## config.mk

```make
export PLATFORM = sky130hd
export DESIGN_NAME = caorsx_alu
export DESIGN_NICKNAME = d
export VERILOG_FILES = /design/src/caorsx_sub8.v /design/src/caorsx_alu.v
export VERILOG_INCLUDE_DIRS = /design/src /design/src/src
export SDC_FILE = /design/constraint.sdc
export NUM_CORES = 2
export LEC_CHECK = 0
export BUFFER_PORTS_ARGS = -buffer_cell sky130_fd_sc_hd__buf_2
export CAP_MARGIN = 30
export CORE_MARGIN = 5
export CORE_UTILIZATION = 45
export CTS_BUF_LIST = sky130_fd_sc_hd__clkbuf_16
export CTS_CLUSTER_DIAMETER = 100
export DETAILED_ROUTE_END_ITERATION = 16
export PLACE_DENSITY = 0.59
export SLEW_MARGIN = 5
export SYNTH_ARGS = -nofsm -noshare
export SYNTH_HDL_FRONTEND = slang
export SYNTH_SLANG_ARGS = --single-unit
```

## constraint.sdc

```tcl
create_clock -name sys_clk_i -period 21.7 [get_ports sys_clk_i]
set_input_delay 4.34 -clock sys_clk_i [delete_from_list [all_inputs] [get_ports sys_clk_i]]
set_output_delay 4.34 -clock sys_clk_i [all_outputs]
set_load 0.05 [all_outputs]
```

## src/caorsx_consts.vh

```
`ifndef CAORSX_CONSTS_VH
`define CAORSX_CONSTS_VH
// Operation codes written to control register bits 3:0.
`define CAORSX_OP_NOP 4'h0
`define CAORSX_OP_ROTATE_RIGHT 4'h1
`define CAORSX_OP_SUB_REG 4'h2
`define CAORSX_OP_SUB_LIT 4'h3
`define CAORSX_OP_SUB_BORROW 4'h4
`define CAORSX_OP_SWAP 4'h5
`define CAORSX_OP_DIR_LOAD 4'h6
`define CAORSX_OP_XOR_LIT 4'h7
`define CAORSX_OP_XOR_REG 4'h8
`define CAORSX_OP_SLEEP 4'h9
// Register byte offsets on the bus.
`define CAORSX_REG_CTRL 8'h00
`define CAORSX_REG_OPERAND 8'h04
`define CAORSX_REG_ACC 8'h08
`define CAORSX_REG_STATUS 8'h0c
`define CAORSX_REG_DIR 8'h10
`define CAORSX_REG_FILE_BASE 8'h80
// Control register fields.
`define CAORSX_CTRL_GO 31
`define CAORSX_CTRL_DEST 8
// Status register bit positions.
`define CAORSX_ST_CARRY 0
`define CAORSX_ST_DIG_CARRY 1
`define CAORSX_ST_ZERO 2
`define CAORSX_ST_POWER_DOWN 3
`define CAORSX_ST_TIMEOUT 4
// Reset value and file memory depth.
`define CAORSX_DIR_RESET 8'hff
`define CAORSX_FILE_DEPTH 128
// Direction register selectors.
`define CAORSX_DIR_SEL_A 8'h05
`define CAORSX_DIR_SEL_B 8'h06
`define CAORSX_DIR_SEL_C 8'h07
// Watchdog prescaler terminal count.
`define CAORSX_WDOG_PRE_MAX 8'hff
`endif

```

## src/caorsx_sub8.v

```verilog
`timescale 1ns/100ps
`include "caorsx_consts.vh"
// Eight-bit subtractor: minuend minus subtrahend minus inverted carry.
module caorsx_sub8 (
  // Operands.
  input wire [7:0] a_i,
  input wire [7:0] b_i,
  input wire cin_i,
  // Results.
  output wire [7:0] diff_o,
  output wire carry_o,
  output wire dig_carry_o
);
  wire [8:0] full_sum;
  wire [4:0] low_sum;

  // Adds the ones complement plus carry in, so carry set means no borrow.
  assign full_sum = {1'b0, a_i} + {1'b0, ~b_i} + {8'h00, cin_i};
  assign low_sum = {1'b0, a_i[3:0]} + {1'b0, ~b_i[3:0]} + {4'h0, cin_i};
  assign diff_o = full_sum[7:0];
  assign carry_o = full_sum[8];
  assign dig_carry_o = low_sum[4];
endmodule // caorsx_sub8

```

## src/caorsx_alu.v

```verilog
// Our own choices: the AXI4-Lite slave port and the placing of the registers.
`timescale 1ns/100ps
`include "caorsx_consts.vh"
module caorsx_alu (
  // Clock and reset.
  input wire sys_clk_i,
  input wire rst_i,
  // AXI4-Lite write address.
  input wire [7:0] s_axi_awaddr,
  input wire s_axi_awvalid,
  output wire s_axi_awready,
  // AXI4-Lite write data.
  input wire [31:0] s_axi_wdata,
  input wire [3:0] s_axi_wstrb,
  input wire s_axi_wvalid,
  output wire s_axi_wready,
  // AXI4-Lite write response.
  output reg [1:0] s_axi_bresp,
  output reg s_axi_bvalid,
  input wire s_axi_bready,
  // AXI4-Lite read address.
  input wire [7:0] s_axi_araddr,
  input wire s_axi_arvalid,
  output wire s_axi_arready,
  // AXI4-Lite read data.
  output reg [31:0] s_axi_rdata,
  output reg [1:0] s_axi_rresp,
  output reg s_axi_rvalid,
  input wire s_axi_rready,
  // Watchdog clear strobe and direction outputs.
  output reg wdog_clear_o,
  output reg [7:0] port_a_direction_o,
  output reg [7:0] port_b_direction_o,
  output reg [7:0] port_c_direction_o
);
  ////////////////////////////////////////////////////////////////////////////
  reg [7:0] file_mem [0:`CAORSX_FILE_DEPTH-1];
  reg [7:0] acc_r;
  reg [3:0] op_r;
  reg dest_r;
  reg [6:0] faddr_r;
  reg [7:0] lit_r;
  reg carry_r, dig_carry_r, zero_r, power_down_flag_r, timeout_flag_r;
  reg [7:0] watchdog_counter_r, wdog_pre_r;
  reg go_r;
  reg aw_held_r, w_held_r;
  reg [7:0] aw_addr_r;
  reg [31:0] w_data_r;
  reg [3:0] w_strb_r;
  wire [7:0] fval;
  wire [7:0] sub_a, sub_d;
  wire sub_cin, sub_c, sub_dig_carry;
  reg [7:0] res;
  reg wr_res, set_c, set_dig_carry, set_z, res_c;
  wire wr_fire;
  wire [7:0] wa;

  assign fval = file_mem[faddr_r];

  // Shared subtractor; the literal form uses the immediate as minuend.
  assign sub_a = (op_r == `CAORSX_OP_SUB_LIT) ? lit_r : fval;
  assign sub_cin = (op_r == `CAORSX_OP_SUB_BORROW) ? carry_r : 1'b1;
  caorsx_sub8 u_sub (
    .a_i(sub_a),
    .b_i(acc_r),
    .cin_i(sub_cin),
    .diff_o(sub_d),
    .carry_o(sub_c),
    .dig_carry_o(sub_dig_carry)
  );

  ////////////////////////////////////////////////////////////////////////////
  // Result and flag selection for the operation in hand.
  always @* begin
    res = 8'h00;
    wr_res = 1'b0;
    set_c = 1'b0;
    set_dig_carry = 1'b0;
    set_z = 1'b0;
    res_c = carry_r;
    case (op_r)
      `CAORSX_OP_ROTATE_RIGHT: begin
        res = {carry_r, fval[7:1]};
        res_c = fval[0];
        wr_res = 1'b1;
        set_c = 1'b1;
      end
      `CAORSX_OP_SUB_REG, `CAORSX_OP_SUB_LIT, `CAORSX_OP_SUB_BORROW: begin
        res = sub_d;
        res_c = sub_c;
        wr_res = 1'b1;
        set_c = 1'b1;
        set_dig_carry = 1'b1;
        set_z = 1'b1;
      end
      `CAORSX_OP_SWAP: begin
        res = {fval[3:0], fval[7:4]};
        wr_res = 1'b1;
      end
      `CAORSX_OP_XOR_LIT: begin
        res = acc_r ^ lit_r;
        wr_res = 1'b1;
        set_z = 1'b1;
      end
      `CAORSX_OP_XOR_REG: begin
        res = acc_r ^ fval;
        wr_res = 1'b1;
        set_z = 1'b1;
      end
      default: begin
        res = 8'h00;
      end
    endcase
  end

  ////////////////////////////////////////////////////////////////////////////
  // Bus write channel capture; address and data arrive in either order.
  assign s_axi_awready = ~aw_held_r & ~s_axi_bvalid;
  assign s_axi_wready = ~w_held_r & ~s_axi_bvalid;
  assign wr_fire = aw_held_r & w_held_r & ~s_axi_bvalid;
  assign wa = aw_addr_r;

  always @(posedge sys_clk_i or posedge rst_i) begin
    if (rst_i) begin
      aw_held_r <= 1'b0;
      w_held_r <= 1'b0;
      aw_addr_r <= 8'h00;
      w_data_r <= 32'h00000000;
      w_strb_r <= 4'h0;
      s_axi_bvalid <= 1'b0;
      s_axi_bresp <= 2'h0;
    end else begin
      if (s_axi_awvalid && s_axi_awready) begin
        aw_held_r <= 1'b1;
        aw_addr_r <= s_axi_awaddr;
      end
      if (s_axi_wvalid && s_axi_wready) begin
        w_held_r <= 1'b1;
        w_data_r <= s_axi_wdata;
        w_strb_r <= s_axi_wstrb;
      end
      if (wr_fire) begin
        aw_held_r <= 1'b0;
        w_held_r <= 1'b0;
        s_axi_bvalid <= 1'b1;
        // Misaligned or unmapped register words answer with an error.
        s_axi_bresp <= (wa[7] || (wa[1:0] == 2'h0 &&
                        wa <= `CAORSX_REG_DIR)) ? 2'h0 : 2'h2;
      end else if (s_axi_bvalid && s_axi_bready) begin
        s_axi_bvalid <= 1'b0;
      end
    end
  end

  ////////////////////////////////////////////////////////////////////////////
  // Architectural state: operands, accumulator, flags, watchdog, directions.
  always @(posedge sys_clk_i or posedge rst_i) begin
    if (rst_i) begin
      acc_r <= 8'h00;
      op_r <= `CAORSX_OP_NOP;
      dest_r <= 1'b0;
      faddr_r <= 7'h00;
      lit_r <= 8'h00;
      go_r <= 1'b0;
      carry_r <= 1'b0;
      dig_carry_r <= 1'b0;
      zero_r <= 1'b0;
      power_down_flag_r <= 1'b1;
      timeout_flag_r <= 1'b1;
      watchdog_counter_r <= 8'h00;
      wdog_pre_r <= 8'h00;
      wdog_clear_o <= 1'b0;
      port_a_direction_o <= `CAORSX_DIR_RESET;
      port_b_direction_o <= `CAORSX_DIR_RESET;
      port_c_direction_o <= `CAORSX_DIR_RESET;
    end else begin
      go_r <= 1'b0;
      wdog_clear_o <= 1'b0;
      // Free-running watchdog with prescaler.
      if (wdog_pre_r == `CAORSX_WDOG_PRE_MAX) begin
        wdog_pre_r <= 8'h00;
        watchdog_counter_r <= watchdog_counter_r + 8'h01;
      end else begin
        wdog_pre_r <= wdog_pre_r + 8'h01;
      end
      if (go_r) begin
        if (set_c)
          carry_r <= res_c;
        if (set_dig_carry)
          dig_carry_r <= sub_dig_carry;
        if (set_z)
          zero_r <= (res == 8'h00);
        if (wr_res && (!dest_r || op_r == `CAORSX_OP_SUB_LIT ||
                       op_r == `CAORSX_OP_XOR_LIT))
          acc_r <= res;
        if (op_r == `CAORSX_OP_DIR_LOAD) begin
          case (lit_r)
            `CAORSX_DIR_SEL_A: port_a_direction_o <= acc_r;
            `CAORSX_DIR_SEL_B: port_b_direction_o <= acc_r;
            `CAORSX_DIR_SEL_C: port_c_direction_o <= acc_r;
            default: port_a_direction_o <= port_a_direction_o;
          endcase
        end
        if (op_r == `CAORSX_OP_SLEEP) begin
          watchdog_counter_r <= 8'h00;
          wdog_pre_r <= 8'h00;
          timeout_flag_r <= 1'b1;
          power_down_flag_r <= 1'b0;
          wdog_clear_o <= 1'b1;
        end
      end
      // Software register writes; an operation in flight wins.
      if (wr_fire && !go_r) begin
        case (wa)
          `CAORSX_REG_CTRL: if (w_strb_r[0]) begin
            op_r <= w_data_r[3:0];
            dest_r <= w_data_r[`CAORSX_CTRL_DEST];
            go_r <= w_data_r[`CAORSX_CTRL_GO];
          end
          `CAORSX_REG_OPERAND: if (w_strb_r[0]) begin
            lit_r <= w_data_r[7:0];
            faddr_r <= w_data_r[6:0];
          end
          `CAORSX_REG_ACC: if (w_strb_r[0])
            acc_r <= w_data_r[7:0];
          `CAORSX_REG_STATUS: if (w_strb_r[0]) begin
            carry_r <= w_data_r[`CAORSX_ST_CARRY];
            dig_carry_r <= w_data_r[`CAORSX_ST_DIG_CARRY];
            zero_r <= w_data_r[`CAORSX_ST_ZERO];
          end
          default: acc_r <= acc_r;
        endcase
      end
    end
  end

  ////////////////////////////////////////////////////////////////////////////
  // File memory: bus writes and result write-back.
  always @(posedge sys_clk_i) begin
    if (go_r && wr_res && dest_r && op_r != `CAORSX_OP_SUB_LIT &&
        op_r != `CAORSX_OP_XOR_LIT)
      file_mem[faddr_r] <= res;
    else if (wr_fire && wa[7] && w_strb_r[0])
      file_mem[wa[6:0]] <= w_data_r[7:0];
  end

  ////////////////////////////////////////////////////////////////////////////
  // Read channel: one read at a time, answered the cycle after address.
  assign s_axi_arready = ~s_axi_rvalid;

  always @(posedge sys_clk_i or posedge rst_i) begin
    if (rst_i) begin
      s_axi_rvalid <= 1'b0;
      s_axi_rdata <= 32'h00000000;
      s_axi_rresp <= 2'h0;
    end else if (s_axi_arvalid && s_axi_arready) begin
      s_axi_rvalid <= 1'b1;
      s_axi_rresp <= 2'h0;
      if (s_axi_araddr[7])
        s_axi_rdata <= {24'h000000, file_mem[s_axi_araddr[6:0]]};
      else begin
        case (s_axi_araddr)
          `CAORSX_REG_CTRL:
            s_axi_rdata <= {23'h000000, dest_r, 4'h0, op_r};
          `CAORSX_REG_OPERAND: s_axi_rdata <= {24'h000000, lit_r};
          `CAORSX_REG_ACC: s_axi_rdata <= {24'h000000, acc_r};
          `CAORSX_REG_STATUS:
            s_axi_rdata <= {16'h0000, watchdog_counter_r, 3'h0,
                            timeout_flag_r, power_down_flag_r, zero_r,
                            dig_carry_r, carry_r};
          `CAORSX_REG_DIR:
            s_axi_rdata <= {8'h00, port_c_direction_o,
                            port_b_direction_o, port_a_direction_o};
          default: begin
            s_axi_rdata <= 32'h00000000;
            s_axi_rresp <= 2'h2;
          end
        endcase
      end
    end else if (s_axi_rready) begin
      s_axi_rvalid <= 1'b0;
    end
  end
endmodule // caorsx_alu

```

==> impl_results.md <==
* Cts repair resizes at 0
* Power Density at 105 nW/um^2
* Reg2Reg Capture Point: file_mem[30][6]
* Max clock buf depth at 3
* WHS Path Cells at 2
* Setup-failing EPs final at 0
* Slowest cell on the critical path: dfrtp_4
* Synth warn at 0
* Global Route Usage Sum at 0.267
* Min-Delay Path Class: reg -> reg
* Rel. slew slack at 0.251
* Async S/R FF share, synth at 0.102
* Lkg Pwr at 0.0199 uW
* Hold EP: s_axi_rdata[22]
* Hold wc startpoint: s_axi_rdata[22]
* DR vias at 32,500
* Setup Fix Bufs, Post-CTS at 0
* CP max stage delay at 0.85 ns
* Cell repeated most along the worst path: buf_4
* Crit path max fanout at 70
* Initial antenna violation count at 5
* Design area at 61,100 sq um
* Clock Skews at 0.0440 ns
* Final Cycle Share at 0.434
* Total grt overflow at 0
* Worst path required time at 22.10 ns
* # rows at 127
* H-tree levels at 3
* Most frequent cells in the layout: 1,024 x edfxtp_1, 557 x mux4_2, 212 x nor2_1
* Yosys cell types at 80
* Hold Slack at 0.475 ns
* Max-cap check violation count at 0
* Worst reg2reg path startpoint: faddr_r[1]
* Setup CP Type: reg -> reg
* CP startpoint kind: flop
* Post-CTS Hold Fix Bufs at 0
* Reg2reg setup slack at 12.28 ns
* Measured slew at the worst slew-check pin at 1.12 ns
* FF-to-FF path depth at 22
* Vias in the first global route at 32,500
* DR pass1 iterations at 5
* Register area share after synthesis at 0.619
* Critical path cell sequence: buf_4, buf_4, buf_4, mux4_2, mux2i_1, o21ai_0, nor3_1, a22oi_1, mux2i_1, fa_1, inv_1, fa_1, a21o_1, a21oi_1, o21bai_1, a21oi_1, xnor2_1, a22oi_1, o21ai_0, a221o_1, mux2_4, buf_4
* RSZ-0062 raised after global routing: no
* # clock sinks at 1,140
* Buffer and inverter count on the worst path at 5
* Post-synth top flop: edfxtp_1
* Post-layout minimum cycle time at 9.42 ns
* Largest delay share family, worst path: buffers and inverters
* Post-synth EDFFs at 1,024
* CTS tree: done
* Starting Density at 0.453
* Post-route ant nets at 0
* CTS Buf Count at 116
* Root Buffer: clkbuf_16
* Core area at 120,000 sq um
* CP Capture Type: flop
* First-pass GRT wire length at 243,000 um
* Die area at 128,000 sq um
* Worst skew pair latency at 0.73 ns
* Drt wl/cell at 35.2 um
* Slew Viols, Final at 0
* Final WL at 172,000 um
* Peak Freq at 106 MHz
* Post-DP HPWL at 114,000 um
* Post-Syn Instances at 3,052
* Port Buf Inserts at 89
* Final hold viol count at 0
* Mapped Area at 54,400 sq um
* Layout Nets at 3,228
* Arrival time at the worst endpoint at 9.82 ns
* DRT iter0 DRCs at 4,469
* DRC viols at 0
* Finished Core Util at 0.509
* IO Count at 125
* DIE HEIGHT at 358 um
* Area Overhead vs Synth at 12.3%
* Most common cell after layout, fill and taps aside: edfxtp_1
* Worst-path clk slew at 0.06 ns
* Placer Congestion at 0.917
* Flop and latch count out of synthesis at 1,140
* Layout cells sized above 1 at 0.337
* Post-DP Area at 57,000 sq um
* Vias per std cell at 6.67
* Fin Setup TNS at 0 ns
* Synthesized area per cell at 17.8 sq um
* Result of the run: finished, final reports clean
* Die X at 358 um
* Max IR drop VDD at 0.0974 mV
* Largest net degree at the start of global routing at 123
* Post-route total power at 6410 uW
==> area by class of cell <==
type | instances | area, sq um
Sequential cell | 1140 | 33700
Clock buffer | 118 | 2950
Antenna cell | 2 | 5.00
Multi-Input combinational cell | 1643 | 19600
Timing Repair Buffer | 230 | 1860
Tap cell | 1612 | 2020
Clock inverter | 95 | 930
Fill cell | 9675 | 59000
Inverter | 27 | 104
==> cell families (layout without fill, tap and decap cells) <==
kind of cell    count (synthesis)  after routing  share of synthesized area
other cells                     1             12                  0.0000689
simple gates                  515            515                     0.0429
fa+ha+maj                      11             11                    0.00280
flops                        1140           1140                      0.619
mux                           733            733                      0.264
buf+inv                       278            470                     0.0241
compound gates                339            339                     0.0415
xor+xnor                       35             35                    0.00563
==> cells in the mapped netlist (all sizes together) (18+ instances only) <==
cell type  count  area share
edfxtp      1024        0.56
mux4         557        0.23
nor2         214       0.015
nand2        138      0.0095
buf          126       0.014
clkbuf       125      0.0087
mux2i        111       0.020
dfrtp         91       0.042
o21ai         84      0.0077
mux2          65       0.013
a21oi         61      0.0057
a22oi         54      0.0075
nand3         28      0.0026
inv           27      0.0019
o22ai         26      0.0030
dfstp         25       0.012
or2           25      0.0029
nor2b         20      0.0023
xnor2         18      0.0029
==> how the worst max path moves through the flow <==
stage / end / start / slack (ns) / cells past startpoint
after floorplan: file_mem[0][5] / faddr_r[1] / 13.80 / 18
after global placement: s_axi_rdata[6] / s_axi_araddr[0] / 11.98 / 9
after detailed placement: s_axi_rdata[2] / s_axi_araddr[0] / 11.96 / 10
after CTS: file_mem[30][6] / faddr_r[1] / 12.29 / 22
after global routing: file_mem[30][6] / faddr_r[1] / 11.95 / 22
final: file_mem[30][6] / faddr_r[1] / 12.28 / 22
==> where the power goes <==
part	leakage [uW]	switching, uW	total (uW)	internal, uW
Clock	0.00199	864	2050	1190
Sequential	0.0109	96.5	2890	2790
Combinational	0.00701	1020	1470	451
==> metrics by stage <==
stage,setup WS [ns],cells
after floorplan,13.80,3061
after global placement,11.98,4575
after detailed placement,11.96,4633
after CTS,12.29,4846
after global routing,11.95,4865
final,12.28,4867
==> flip-flops by register name, summed over array words and instances (netlist names), 2 cells and up <==
register and count:
acc_r 8, file_mem 1024, op_r 4, watchdog_counter_r 8
aw_addr_r 8, wdog_pre_r 8, s_axi_rdata 24, faddr_r 6
port_b_direction_o 8, lit_r 2, port_a_direction_o 8, w_data_r 10
port_c_direction_o 8
==> tightest hold or removal path: cells and delay by family, from the launching register on <==
family           cells  cell delay, ns
AO/OA/AOI/OAI        1            0.06
flip-flops           1            0.33
AND/OR/NAND/NOR      1            0.04
==> metal layers <==
layer | share of wire | GRT usage | vias up
met1 | 0.37 | 0.358 | 17300
met3 | 0.11 | 0.0643 | 362
met2 | 0.47 | 0.425 | 1960
li1 | - | - | 12900
met4 | 0.047 | 0.110 | 2
met5 | 0.000087 | 0 | -
(Power assumes the default switching activity.)
